<file path="config.mk">
export PLATFORM = sky130hd
export DESIGN_NAME = usfs_top
export DESIGN_NICKNAME = d
export VERILOG_FILES = /design/src/rtl/usfs_pkg.sv /design/src/rtl/usfs_baud_gen.sv /design/src/rtl/usfs_top.sv
export SDC_FILE = /design/constraint.sdc
export NUM_CORES = 1
export LEC_CHECK = 0
export ABC_AREA = 1
export BUFFER_PORTS_ARGS = -buffer_cell sky130_fd_sc_hd__buf_4
export CORE_MARGIN = 5
export CORE_UTILIZATION = 50
export CTS_BUF_LIST = sky130_fd_sc_hd__clkbuf_2
export CTS_CLUSTER_DIAMETER = 30
export DETAILED_ROUTE_END_ITERATION = 12
export HOLD_SLACK_MARGIN = 0.03
export PLACE_DENSITY_LB_ADDON = 0.2
export SYNTH_ARGS = -nofsm -noshare
export SYNTH_HDL_FRONTEND = slang
export SYNTH_SLANG_ARGS = --single-unit
</file>
<file path="constraint.sdc">
create_clock -name sys_clk -period 5.4 [get_ports sys_clk]
set_clock_uncertainty 0.2 [all_clocks]
set_input_delay 0.81 -clock sys_clk [delete_from_list [all_inputs] [get_ports sys_clk]]
set_output_delay 0.81 -clock sys_clk [all_outputs]
set_load 0.02 [all_outputs]
</file>
<file path="src/rtl/usfs_pkg.sv">
// Shared constants for the UART software flow, sleep and baud generator block.
// Assumes a 32-bit APB slave; registers take one aligned word each.
package usfs_pkg;
  localparam logic [7:0] CTRL_OFS = 8'h00;
  localparam logic [7:0] CHARS_OFS = 8'h04;
  localparam logic [7:0] DIV_OFS = 8'h08;
  localparam logic [7:0] STAT_OFS = 8'h0c;
  // Control register fields
  localparam int RXFC_LO = 0;
  localparam int SLEEP_EFR_BIT = 4;
  localparam int SLEEP_IER_BIT = 5;
  localparam int PAUSE_IRQ_EN_BIT = 6;
  localparam int ANY_RESUME_BIT = 7;
  localparam int RESEND_EN_BIT = 8;
  localparam int RESEND_CNT_LO = 9;
  localparam int SPECIAL_EN_BIT = 11;
  localparam int PRESCALE_BIT = 12;
  // Status register fields
  localparam int ST_FLOW_BIT = 0;
  localparam int ST_IRQ_BIT = 1;
  localparam int ST_SLEEP_BIT = 2;
  localparam int ST_SPECIAL_BIT = 3;
  localparam int ST_TXEMPTY_BIT = 4;
  localparam int ST_THREMPTY_BIT = 5;
  localparam logic [1:0] RXFC_OFF = 2'h0;
  localparam logic [1:0] RXFC_SECOND = 2'h1;
  localparam logic [1:0] RXFC_FIRST = 2'h2;
  localparam logic [1:0] RXFC_PAIR = 2'h3;
  localparam logic [12:0] CTRL_RESET = 13'h0000;
  localparam logic [15:0] DIV_RESET = 16'h0000;
  localparam logic [7:0] PRESCALE_SLOW = 8'h04;
endpackage

</file>
<file path="src/rtl/usfs_baud_gen.sv">
// Baud generator: prescaler by 1 or 4 then 16-bit divisor, 16x sample tick.
// Assumes a divisor of zero means no tick at all.
`timescale 1ns/1ns
module usfs_baud_gen #(
  parameter int DIV_W = 16
) (
  // Clock and reset
  input wire logic sys_clk,
  input wire logic reset_n,
  // Control
  input wire logic run,
  input wire logic prescaleBy4,
  input wire logic [DIV_W-1:0] divisor,
  // Tick out
  output logic sampleTick
);
  logic [7:0] preCnt_r;
  logic [DIV_W-1:0] divCnt_r;
  wire preTick = !prescaleBy4 || (preCnt_r == usfs_pkg::PRESCALE_SLOW - 8'h01);
  wire divZero = (divisor == '0);
  wire divWrap = (divCnt_r >= divisor - {{(DIV_W-1){1'b0}}, 1'b1});
  always_ff @(posedge sys_clk or negedge reset_n) begin
    if (!reset_n) begin
      preCnt_r <= 8'h00;
      divCnt_r <= '0;
      sampleTick <= 1'b0;
    end else begin
      // Stopped clocks while asleep: counters hold so wake resumes cleanly
      sampleTick <= run && !divZero && preTick && divWrap;
      if (run && prescaleBy4) begin
        preCnt_r <= preTick ? 8'h00 : preCnt_r + 8'h01;
      end
      if (run && !divZero && preTick) begin
        divCnt_r <= divWrap ? '0 : divCnt_r + {{(DIV_W-1){1'b0}}, 1'b1};
      end
    end
  end
endmodule

</file>
<file path="src/rtl/usfs_top.sv">
// UART receive software flow control, pause resend, sleep control and baud clock.
// Assumes received characters arrive as one-cycle strobes from a receiver.
// Overview of operation
// - Flow status bit reports resume (0) or pause (1) while receive flow control on.
// - Pause character raises enabled interrupt; cleared by status read or resume char.
// - Transmit-empty bits follow FIFO free space only, never the pause state.
// - Flow characters with parity errors are still recognised.
// - Single mode with equal resume and pause characters treats all as resume.
// - Repeated first characters then second completes pair; broken interleaves do nothing.
// - Orphan second character is stored as data; unpaired first character is dropped.
// - All four equal, or pairs equal, recognise resume only; else both.
// - Any-resume option moves pause to resume state on any character.
// - Any-resume single mode: pause char in pause state resumes, not stored.
// - Any-resume pair mode: lone second resume char resumes and is stored.
// - Any-resume pair mode: pause pair in pause state resumes then pauses.
// - Special detection uses second pause value when only first pause is flow char.
// - Without resend, a threshold pause is sent only once.
// - Resend pause every 1, 4, 8 or 16 characters arriving after a pause was sent.
// - Sleep only when both sleep enable bits are set.
// - Sleep only when line idle, modem steady, transmit empty, no pending interrupt.
// - Sleep holds the baud generator and stops its sample tick.
// - Wake on start bit, transmit write, or modem input change.
// - Prescaler divides input clock by 1 or 4.
// - Sixteen-bit divisor makes the 16x sample tick.
// - Prescaler bit loads divide-by-1 if select pin high, else divide-by-4.
// - Divisor of zero generates no baud clock.
// - Two-bit enable field 01, 10, 11 picks characters compared.
// - On pause, transmitter finishes the current character then stops.
`timescale 1ns/1ns
module usfs_top #(
  parameter int DIV_W = 16
) (
  // Clock and reset
  input wire logic sys_clk,
  input wire logic reset_n,
  // APB slave
  input wire logic psel,
  input wire logic penable,
  input wire logic pwrite,
  input wire logic [7:0] paddr,
  input wire logic [31:0] pwdata,
  output logic [31:0] prdata,
  output logic pready,
  output logic pslverr,
  // Receiver character stream
  input wire logic rxValid,
  input wire logic [7:0] rxChar,
  input wire logic rxParityErr,
  input wire logic rxLineIdle,
  input wire logic rxStartEdge,
  // Transmit side status
  input wire logic txFifoHasSpace,
  input wire logic txFifoEmpty,
  input wire logic txShiftEmpty,
  input wire logic txShiftBusy,
  input wire logic txWrite,
  input wire logic txUpperCrossed,
  input wire logic txPauseSent,
  // Modem and pending interrupt status
  input wire logic [3:0] modemIn,
  input wire logic otherIrqPending,
  input wire logic prescale_select_pin,
  // Outputs to rest of channel
  output logic rxStore,
  output logic [7:0] rxStoreChar,
  output logic txSuspend,
  output logic sendPauseReq,
  output logic flowIrq,
  output logic specialDetect,
  output logic asleep,
  output logic sampleTick
);
  typedef enum logic [1:0] {USFS_IDLE, USFS_ONE, USFS_PF} usfs_pend_e;
  logic [12:0] ctrl_r;
  logic [31:0] chars_r;
  logic [15:0] div_r;
  logic flow_r, flow_nxt;
  logic irq_r, irq_nxt;
  logic special_r;
  usfs_pend_e pend_r, pend_nxt;
  logic [7:0] pendChar_r, pendChar_nxt;
  logic pendIsPause_r, pendIsPause_nxt;
  logic storePrev_r;
  logic [4:0] resendCnt_r;
  logic pauseSentOnce_r;
  logic prescaleCaught_r;
  logic [3:0] modemPrev_r;
  logic sleep_r;
  logic txSuspend_r;
  logic store_nxt;
  logic pendStore;
  logic pauseSeen;
  wire [7:0] resumeA = chars_r[7:0];
  wire [7:0] resumeB = chars_r[15:8];
  wire [7:0] pauseA = chars_r[23:16];
  wire [7:0] pauseB = chars_r[31:24];
  wire [1:0] rxMode = ctrl_r[usfs_pkg::RXFC_LO +: 2];
  wire rxOn = rxMode != usfs_pkg::RXFC_OFF;
  wire anyResume = ctrl_r[usfs_pkg::ANY_RESUME_BIT];
  wire pairMode = rxMode == usfs_pkg::RXFC_PAIR;
  wire [7:0] singleResume = rxMode == usfs_pkg::RXFC_FIRST ? resumeA : resumeB;
  wire [7:0] singlePause = rxMode == usfs_pkg::RXFC_FIRST ? pauseA : pauseB;
  // Parity error is deliberately ignored in matching
  wire unusedParity = rxParityErr;
  wire sResume = rxChar == singleResume;
  wire sPause = (rxChar == singlePause) && !(singlePause == singleResume);
  wire pairsEqual = (resumeA == pauseA) && (resumeB == pauseB);
  wire pauseAllowed = !pairsEqual;
  wire isResA = rxChar == resumeA;
  wire isResB = rxChar == resumeB;
  wire isPauA = (rxChar == pauseA) && pauseAllowed;
  wire isPauB = (rxChar == pauseB) && pauseAllowed;
  wire pendRes = pend_r == USFS_ONE && !pendIsPause_r;
  wire pendPau = pend_r == USFS_ONE && pendIsPause_r;
  wire pairResume = pendRes && isResB;
  wire pairPause = pendPau && isPauB;
  wire apbSetup = psel && !penable;
  wire apbWr = psel && penable && pwrite;
  wire apbRd = psel && penable && !pwrite;
  wire addrOk = paddr == usfs_pkg::CTRL_OFS || paddr == usfs_pkg::CHARS_OFS ||
                paddr == usfs_pkg::DIV_OFS || paddr == usfs_pkg::STAT_OFS;
  wire statRead = apbRd && paddr == usfs_pkg::STAT_OFS;
  wire sleepEn = ctrl_r[usfs_pkg::SLEEP_EFR_BIT] && ctrl_r[usfs_pkg::SLEEP_IER_BIT];
  wire modemChange = modemIn != modemPrev_r;
  wire wake = rxStartEdge || txWrite || modemChange;
  wire sleepOk = sleepEn && rxLineIdle && !modemChange && txFifoEmpty && txShiftEmpty &&
                 !otherIrqPending && !irq_r;
  wire resendEn = ctrl_r[usfs_pkg::RESEND_EN_BIT];
  wire [1:0] resendSel = ctrl_r[usfs_pkg::RESEND_CNT_LO +: 2];
  wire [4:0] resendLimit = resendLimitOf(resendSel);
  wire specialOn = ctrl_r[usfs_pkg::SPECIAL_EN_BIT] && rxMode == usfs_pkg::RXFC_FIRST;

  function automatic logic [4:0] resendLimitOf(input logic [1:0] sel);
    unique case (sel)
      2'h0: resendLimitOf = 5'h01;
      2'h1: resendLimitOf = 5'h04;
      2'h2: resendLimitOf = 5'h08;
      2'h3: resendLimitOf = 5'h10;
    endcase
  endfunction

  // Receive character decode; pend state holds a first character awaiting its partner
  always_comb begin
    flow_nxt = flow_r;
    irq_nxt = irq_r && !statRead;
    pend_nxt = pend_r;
    pendChar_nxt = pendChar_r;
    pendIsPause_nxt = pendIsPause_r;
    store_nxt = 1'b0;
    pendStore = 1'b0;
    pauseSeen = 1'b0;
    if (rxValid && !rxOn) begin
      store_nxt = 1'b1;
    end else if (rxValid && !pairMode) begin
      if (sResume) begin
        flow_nxt = 1'b0;
      end else if (sPause) begin
        pauseSeen = 1'b1;
        flow_nxt = anyResume ? !flow_r : 1'b1;
      end else begin
        store_nxt = 1'b1;
        if (anyResume) begin
          flow_nxt = 1'b0;
        end
      end
    end else if (rxValid) begin
      pend_nxt = USFS_IDLE;
      if (pairResume) begin
        flow_nxt = 1'b0;
      end else if (pairPause) begin
        pauseSeen = 1'b1;
        flow_nxt = 1'b1;
      end else if (isResA || isPauA) begin
        // Interleaved first characters cancel each other and are dropped
        if (pend_r == USFS_ONE && pendChar_r != rxChar) begin
          pend_nxt = USFS_PF;
        end else begin
          // A repeated first character replaces the earlier one, which is dropped
          pendStore = 1'b0;
          pend_nxt = USFS_ONE;
        end
        pendChar_nxt = rxChar;
        pendIsPause_nxt = !isResA;
        if (anyResume && flow_r) begin
          flow_nxt = 1'b0;
        end
      end else begin
        store_nxt = 1'b1;
        if (anyResume && flow_r) begin
          flow_nxt = 1'b0;
        end
      end
    end
    // Every recognised pause that leaves flow paused raises the enabled interrupt, even when already paused
    if (flow_nxt && (!flow_r || pauseSeen) && ctrl_r[usfs_pkg::PAUSE_IRQ_EN_BIT]) begin
      irq_nxt = 1'b1;
    end else if (rxValid && !flow_nxt) begin
      irq_nxt = 1'b0;
    end
  end

  always_ff @(posedge sys_clk or negedge reset_n) begin
    if (!reset_n) begin
      ctrl_r <= usfs_pkg::CTRL_RESET;
      chars_r <= 32'h00000000;
      div_r <= usfs_pkg::DIV_RESET;
      prescaleCaught_r <= 1'b0;
    end else begin
      if (!prescaleCaught_r) begin
        ctrl_r[usfs_pkg::PRESCALE_BIT] <= !prescale_select_pin;
        prescaleCaught_r <= 1'b1;
      end else if (apbWr && paddr == usfs_pkg::CTRL_OFS) begin
        ctrl_r <= pwdata[12:0];
      end
      if (apbWr && paddr == usfs_pkg::CHARS_OFS) begin
        chars_r <= pwdata;
      end
      if (apbWr && paddr == usfs_pkg::DIV_OFS) begin
        div_r <= pwdata[15:0];
      end
    end
  end

  always_ff @(posedge sys_clk or negedge reset_n) begin
    if (!reset_n) begin
      flow_r <= 1'b0;
      irq_r <= 1'b0;
      pend_r <= USFS_IDLE;
      pendChar_r <= 8'h00;
      pendIsPause_r <= 1'b0;
      storePrev_r <= 1'b0;
    end else begin
      flow_r <= rxOn ? flow_nxt : 1'b0;
      irq_r <= irq_nxt;
      pend_r <= pend_nxt;
      pendChar_r <= pendChar_nxt;
      pendIsPause_r <= pendIsPause_nxt;
      if (rxValid) begin
        storePrev_r <= pend_nxt == USFS_ONE;
      end
    end
  end

  // Data path to the receive FIFO; an unpaired first char is never released
  always_ff @(posedge sys_clk or negedge reset_n) begin
    if (!reset_n) begin
      rxStore <= 1'b0;
      rxStoreChar <= 8'h00;
      special_r <= 1'b0;
      specialDetect <= 1'b0;
    end else begin
      rxStore <= store_nxt || pendStore;
      rxStoreChar <= pendStore ? pendChar_r : rxChar;
      special_r <= rxValid && specialOn && rxChar == pauseB && rxChar != pauseA;
      specialDetect <= special_r;
    end
  end

  // Pause resend counting and transmit suspension
  always_ff @(posedge sys_clk or negedge reset_n) begin
    if (!reset_n) begin
      resendCnt_r <= 5'h00;
      pauseSentOnce_r <= 1'b0;
      sendPauseReq <= 1'b0;
      txSuspend_r <= 1'b0;
    end else begin
      if (txPauseSent) begin
        pauseSentOnce_r <= 1'b1;
      end else if (!txUpperCrossed) begin
        pauseSentOnce_r <= 1'b0;
      end
      if (!pauseSentOnce_r || !resendEn || !rxValid) begin
        sendPauseReq <= txUpperCrossed && !pauseSentOnce_r && !txPauseSent;
        if (!pauseSentOnce_r) begin
          resendCnt_r <= 5'h00;
        end
      end else if (resendCnt_r + 5'h01 >= resendLimit) begin
        sendPauseReq <= 1'b1;
        resendCnt_r <= 5'h00;
      end else begin
        sendPauseReq <= 1'b0;
        resendCnt_r <= resendCnt_r + 5'h01;
      end
      // Wait for the shifter to go idle so the current character completes
      if (!flow_r) begin
        txSuspend_r <= 1'b0;
      end else if (!txShiftBusy) begin
        txSuspend_r <= 1'b1;
      end
    end
  end

  // Sleep control and APB answer
  always_ff @(posedge sys_clk or negedge reset_n) begin
    if (!reset_n) begin
      sleep_r <= 1'b0;
      modemPrev_r <= 4'h0;
      prdata <= 32'h00000000;
      pready <= 1'b0;
      pslverr <= 1'b0;
      txSuspend <= 1'b0;
      flowIrq <= 1'b0;
      asleep <= 1'b0;
    end else begin
      modemPrev_r <= modemIn;
      if (wake || !sleepEn) begin
        sleep_r <= 1'b0;
      end else if (sleepOk) begin
        sleep_r <= 1'b1;
      end
      asleep <= sleep_r;
      txSuspend <= txSuspend_r;
      flowIrq <= irq_r;
      pready <= apbSetup;
      pslverr <= apbSetup && !addrOk;
      if (apbSetup) begin
        unique case (paddr)
          usfs_pkg::CTRL_OFS: prdata <= {19'h00000, ctrl_r};
          usfs_pkg::CHARS_OFS: prdata <= chars_r;
          usfs_pkg::DIV_OFS: prdata <= {16'h0000, div_r};
          usfs_pkg::STAT_OFS: prdata <= {26'h0000000, txFifoHasSpace, txFifoHasSpace,
                                          specialDetect, sleep_r, irq_r, flow_r};
          default: prdata <= 32'h00000000;
        endcase
      end
    end
  end

  usfs_baud_gen #(
    .DIV_W(DIV_W)
  ) baudGen (
    .sys_clk(sys_clk),
    .reset_n(reset_n),
    .run(!sleep_r),
    .prescaleBy4(ctrl_r[usfs_pkg::PRESCALE_BIT]),
    .divisor(div_r[DIV_W-1:0]),
    .sampleTick(sampleTick)
  );
endmodule

</file>
==> qor.yml <==
run_status:
  outcome: "finished, final reports clean"
yosys:
  synth_compound_area_frac: 0.1173
  synthSimpleGateAreaFrac: 0.2741
  synthMuxAreaShare: 0.002449
  synth_seq_cells: 161
  synth_edf_count: 0
  synth_top_family_by_area: "simple AND/OR/NAND/NOR gates"
  synth-xor-area-share: 0.05620
  synth-main-ff-cell: "dfrtp_1"
  syn_inst: 1226
  syn_avg_cell_area_um2: 7.500
  synthArstFlopShare: 1.000
  synth_cell_types: 47
  yosysSeqAreaShare: 0.4382
  synth_adder_area_share: 0.03266
  ys_warn_count: 0
  synth.cell_area_um2: 9195
  synth_nets: 1320
finish:
  final_core_util: 0.5939
  layout-drive-gt1-share: 0.1339
  nFillCells: 1708
  final_cells: 1597
  syn2layout_area_growth_pct: 16.41
  regArea_um2: 4029
  fin_nets: 1448
  design_area_um2: 10700
  multiInputGateArea_um2: 4444
clock_network:
  worstSkewPairLatency_ns: 0.79
  cts-root-buf: "clkbuf_2"
  clock_sinks: 161
  cts_buffers: 17
  cts_max_level: 4
  clkTransAtPathRegs_ns: 0.28
  clockBufferDepth: 2
  cts_tree: "yes"
hold_path:
  hold_depth: 3
  holdPathEnd: "chars_r[21]"
  hp-class: "in -> reg"
  hp-start: "pwdata[21]"
drt:
  dr_wl_met2_mm: 11.08
  routed-wl-met3_mm: 1.959
  drtPass1Iterations: 5
  drtIter0Drc: 841
  vias_per_cell: 5.282
  vias: 8436
  drc: 0
  ant_nets: 0
  met1_length_mm: 11.96
  drt-wirelength-per-cell_um: 15.85
  totalWireLength_mm: 25.31
  top_layer_used: "met4"
worst_setup_path:
  endpoint_kind: "flip-flop"
  max_stage_delay_ns: 0.49
  path_common_cell: "nand2_1"
  r2r_setup_slack_ns: 1.95
  critPathMaxFanout: 7
  path_class: "reg -> reg"
  crit_chain: "nor2_1 > nand2_1 > nor3_1 > nand3_1 > nor3_1 > xor2_1 > inv_1 > ha_1 > a21oi_1 > o21ai_0 > a21oi_1 > a21boi_0 > nand2_1 > nand2_1 > inv_1 > nor2_1"
  rr_worst_depth: 16
  critPathLaunchType: "flip-flop"
  crit_slowest_cell: "dfrtp_1"
  path_delay_family: "simple AND/OR/NAND/NOR gates"
  crit_required_ns: 5.92
  rr_endpoint: "baudGen.divCnt_r[8]"
  rr_startpoint: "div_r[2]"
  cp.buffers_inverters: 2
  arrival_ns: 3.97
power_and_ir_drop:
  p_leak_nw: 5.569
  vdd_drop_max_mv: 0.1559
  p_per_area_nw_per_um2: 217.4
sta:
  maxSlewViolCount: 0
  hold_violations: 0
  fin_crit_sh: 0.6396
  max_slew_margin: 0.2743
  fin_tns_setup_ns: 0
  fin_crit_ns: 3.454
  finalSetupViolCount: 0
  rsz0062_at_grt: "false"
  max_slew.worst_pin.slew_ns: 1.085
  max_freq_ghz: 0.2895
placement:
  dpl.hpwl_mm: 19.03
  dp.cells: 1539
  dpl_cell_area_um2: 10220
  io_buffer_count: 117
  place_congestion: 0.9531
global_route:
  overflow: 0
  grt_usage: 0.2372
  grt_pass1_vias: 7860
  grt_max_degree: 63
  grt_antenna_before_repair: 1
  grt_pass1_wl_mm: 40.95
floorplanning:
  dieArea_um2: 21200
  start_util: 0.5101
  die_y_um: 145.6
  die_w_um: 145.6
  io_pins: 119
  rows: 49
  coreArea_um2: 18020
run:
  maxCapViolations: 0
-- cell type report --
class / instances / share of cell area
sequential: 161 / 0.3764
timing repair buffer: 148 / 0.1100
tap: 229 / 0.02677
clock buffer: 18 / 0.008416
inverter: 141 / 0.04944
clock inverter: 14 / 0.01356
antenna: 1 / 0.0002338
multi-input combinational: 885 / 0.4152
-- routing by layer --
metal  global-route usage  vias up
met3              0.05232       29
met2               0.3517      285
met1               0.3566     3920
met4              0.05410        0
li1                     -     4202
met5                    0        -
-- registers in the layout (all words and copies together), names as in the netlist, 2 cells and up --
signal	cells
pend_r	2
div_r	16
baudGen.preCnt_r	8
pendChar_r	8
rxStoreChar	8
modemPrev_r	4
prdata	32
ctrl_r	13
chars_r	32
resendCnt_r	5
baudGen.divCnt_r	16
-- synthesized netlist by cell type (3+ instances only) --
master,count,share of area
o21ai_1,17,0.0093
nand2_1,397,0.16
o21ai_2,6,0.0057
nand4_1,20,0.014
a221oi_1,6,0.0057
o211ai_1,3,0.0024
o31ai_1,16,0.013
o22ai_1,10,0.0068
clkbuf_1,21,0.0086
a21oi_1,41,0.022
nor3_1,24,0.013
nor4_1,5,0.0034
buf_2,12,0.0065
dfrtp_1,161,0.44
inv_2,7,0.0029
xnor2_1,21,0.020
nand3_1,51,0.028
inv_1,133,0.054
xor2_1,38,0.036
ha_1,24,0.033
or2_2,6,0.0041
nor2_1,104,0.042
buf_6,3,0.0037
o21ai_0,70,0.038
buf_4,3,0.0024
-- logic make-up (layout without fill, tap and decap cells) --
family                   count (synthesis)  in the layout
flip-flops                             161            161
AND/OR/NAND/NOR                        616            616
multiplexers                             2              2
AO/OA/AOI/OAI                          183            183
XOR/XNOR                                59             59
other                                    1              2
buffers and inverters                  180            321
adder cells (fa/ha/maj)                 24             24
-- metrics by stage --
step | worst slack (ns) | power [mW] | hold WS, ns
after floorplan | 2.523 | 1.519 | 0.1312
after CTS | 1.992 | 2.337 | 0.03357
after global placement | 2.051 | 1.647 | 0.1349
final | 1.946 | 2.327 | 0.06066
after global routing | 1.520 | 2.449 | 0.03705
after detailed placement | 2.041 | 1.659 | 0.1385
-- worst reg2reg max path: stages (launching register included) --
cell	delay, ns
dfrtp_1	0.49
nor2_1	0.12
nand2_1	0.08
nor3_1	0.33
nand3_1	0.28
nor3_1	0.24
xor2_1	0.16
inv_1	0.05
ha_1	0.30
a21oi_1	0.15
o21ai_0	0.10
a21oi_1	0.12
a21boi_0	0.19
nand2_1	0.20
nand2_1	0.14
inv_1	0.12
nor2_1	0.11
-- timing repair --
item / CTS / global route
resized for setup: 0 / 0
hold buffers: 20 / 5
buffers inserted: 0 / 0
endpoints found under the setup margin: 0 / 0
hold endpoints to repair: 71 / 4
-- worst max-delay path by stage --
stage | start | end | depth (start not counted)
6_report | div_r[2] | baudGen.divCnt_r[8] | 16
5_1_grt | div_r[0] | baudGen.divCnt_r[4] | 16
4_1_cts | div_r[0] | baudGen.divCnt_r[8] | 16
3_5_place_dp | div_r[0] | baudGen.divCnt_r[7] | 16
3_3_place_gp | div_r[2] | baudGen.divCnt_r[7] | 16
2_1_floorplan | div_r[2] | baudGen.divCnt_r[7] | 16
-- where the power goes --
part           total, mW  internal [mW]  switching (mW)
Combinational      0.351          0.141           0.210
Clock              0.676          0.186           0.490
Sequential          1.30           1.26          0.0444
Total               2.33           1.58           0.744
-- cell usage in the layout (no fill, tap or decap), types with 10 or more instances in the layout --
cell / n
ha_1: 24
buf_4: 122
o22ai_1: 10
a21oi_1: 41
nand2_1: 396
nor3_1: 24
xnor2_1: 21
inv_1: 133
dlygate4sd3_1: 25
nand3_1: 51
o21ai_1: 17
clkbuf_2: 18
nor2_1: 104
xor2_1: 38
o21ai_0: 70
dfrtp_1: 161
o31ai_1: 16
nand4_1: 20
Note: power is estimated with default switching activity, not from simulation.
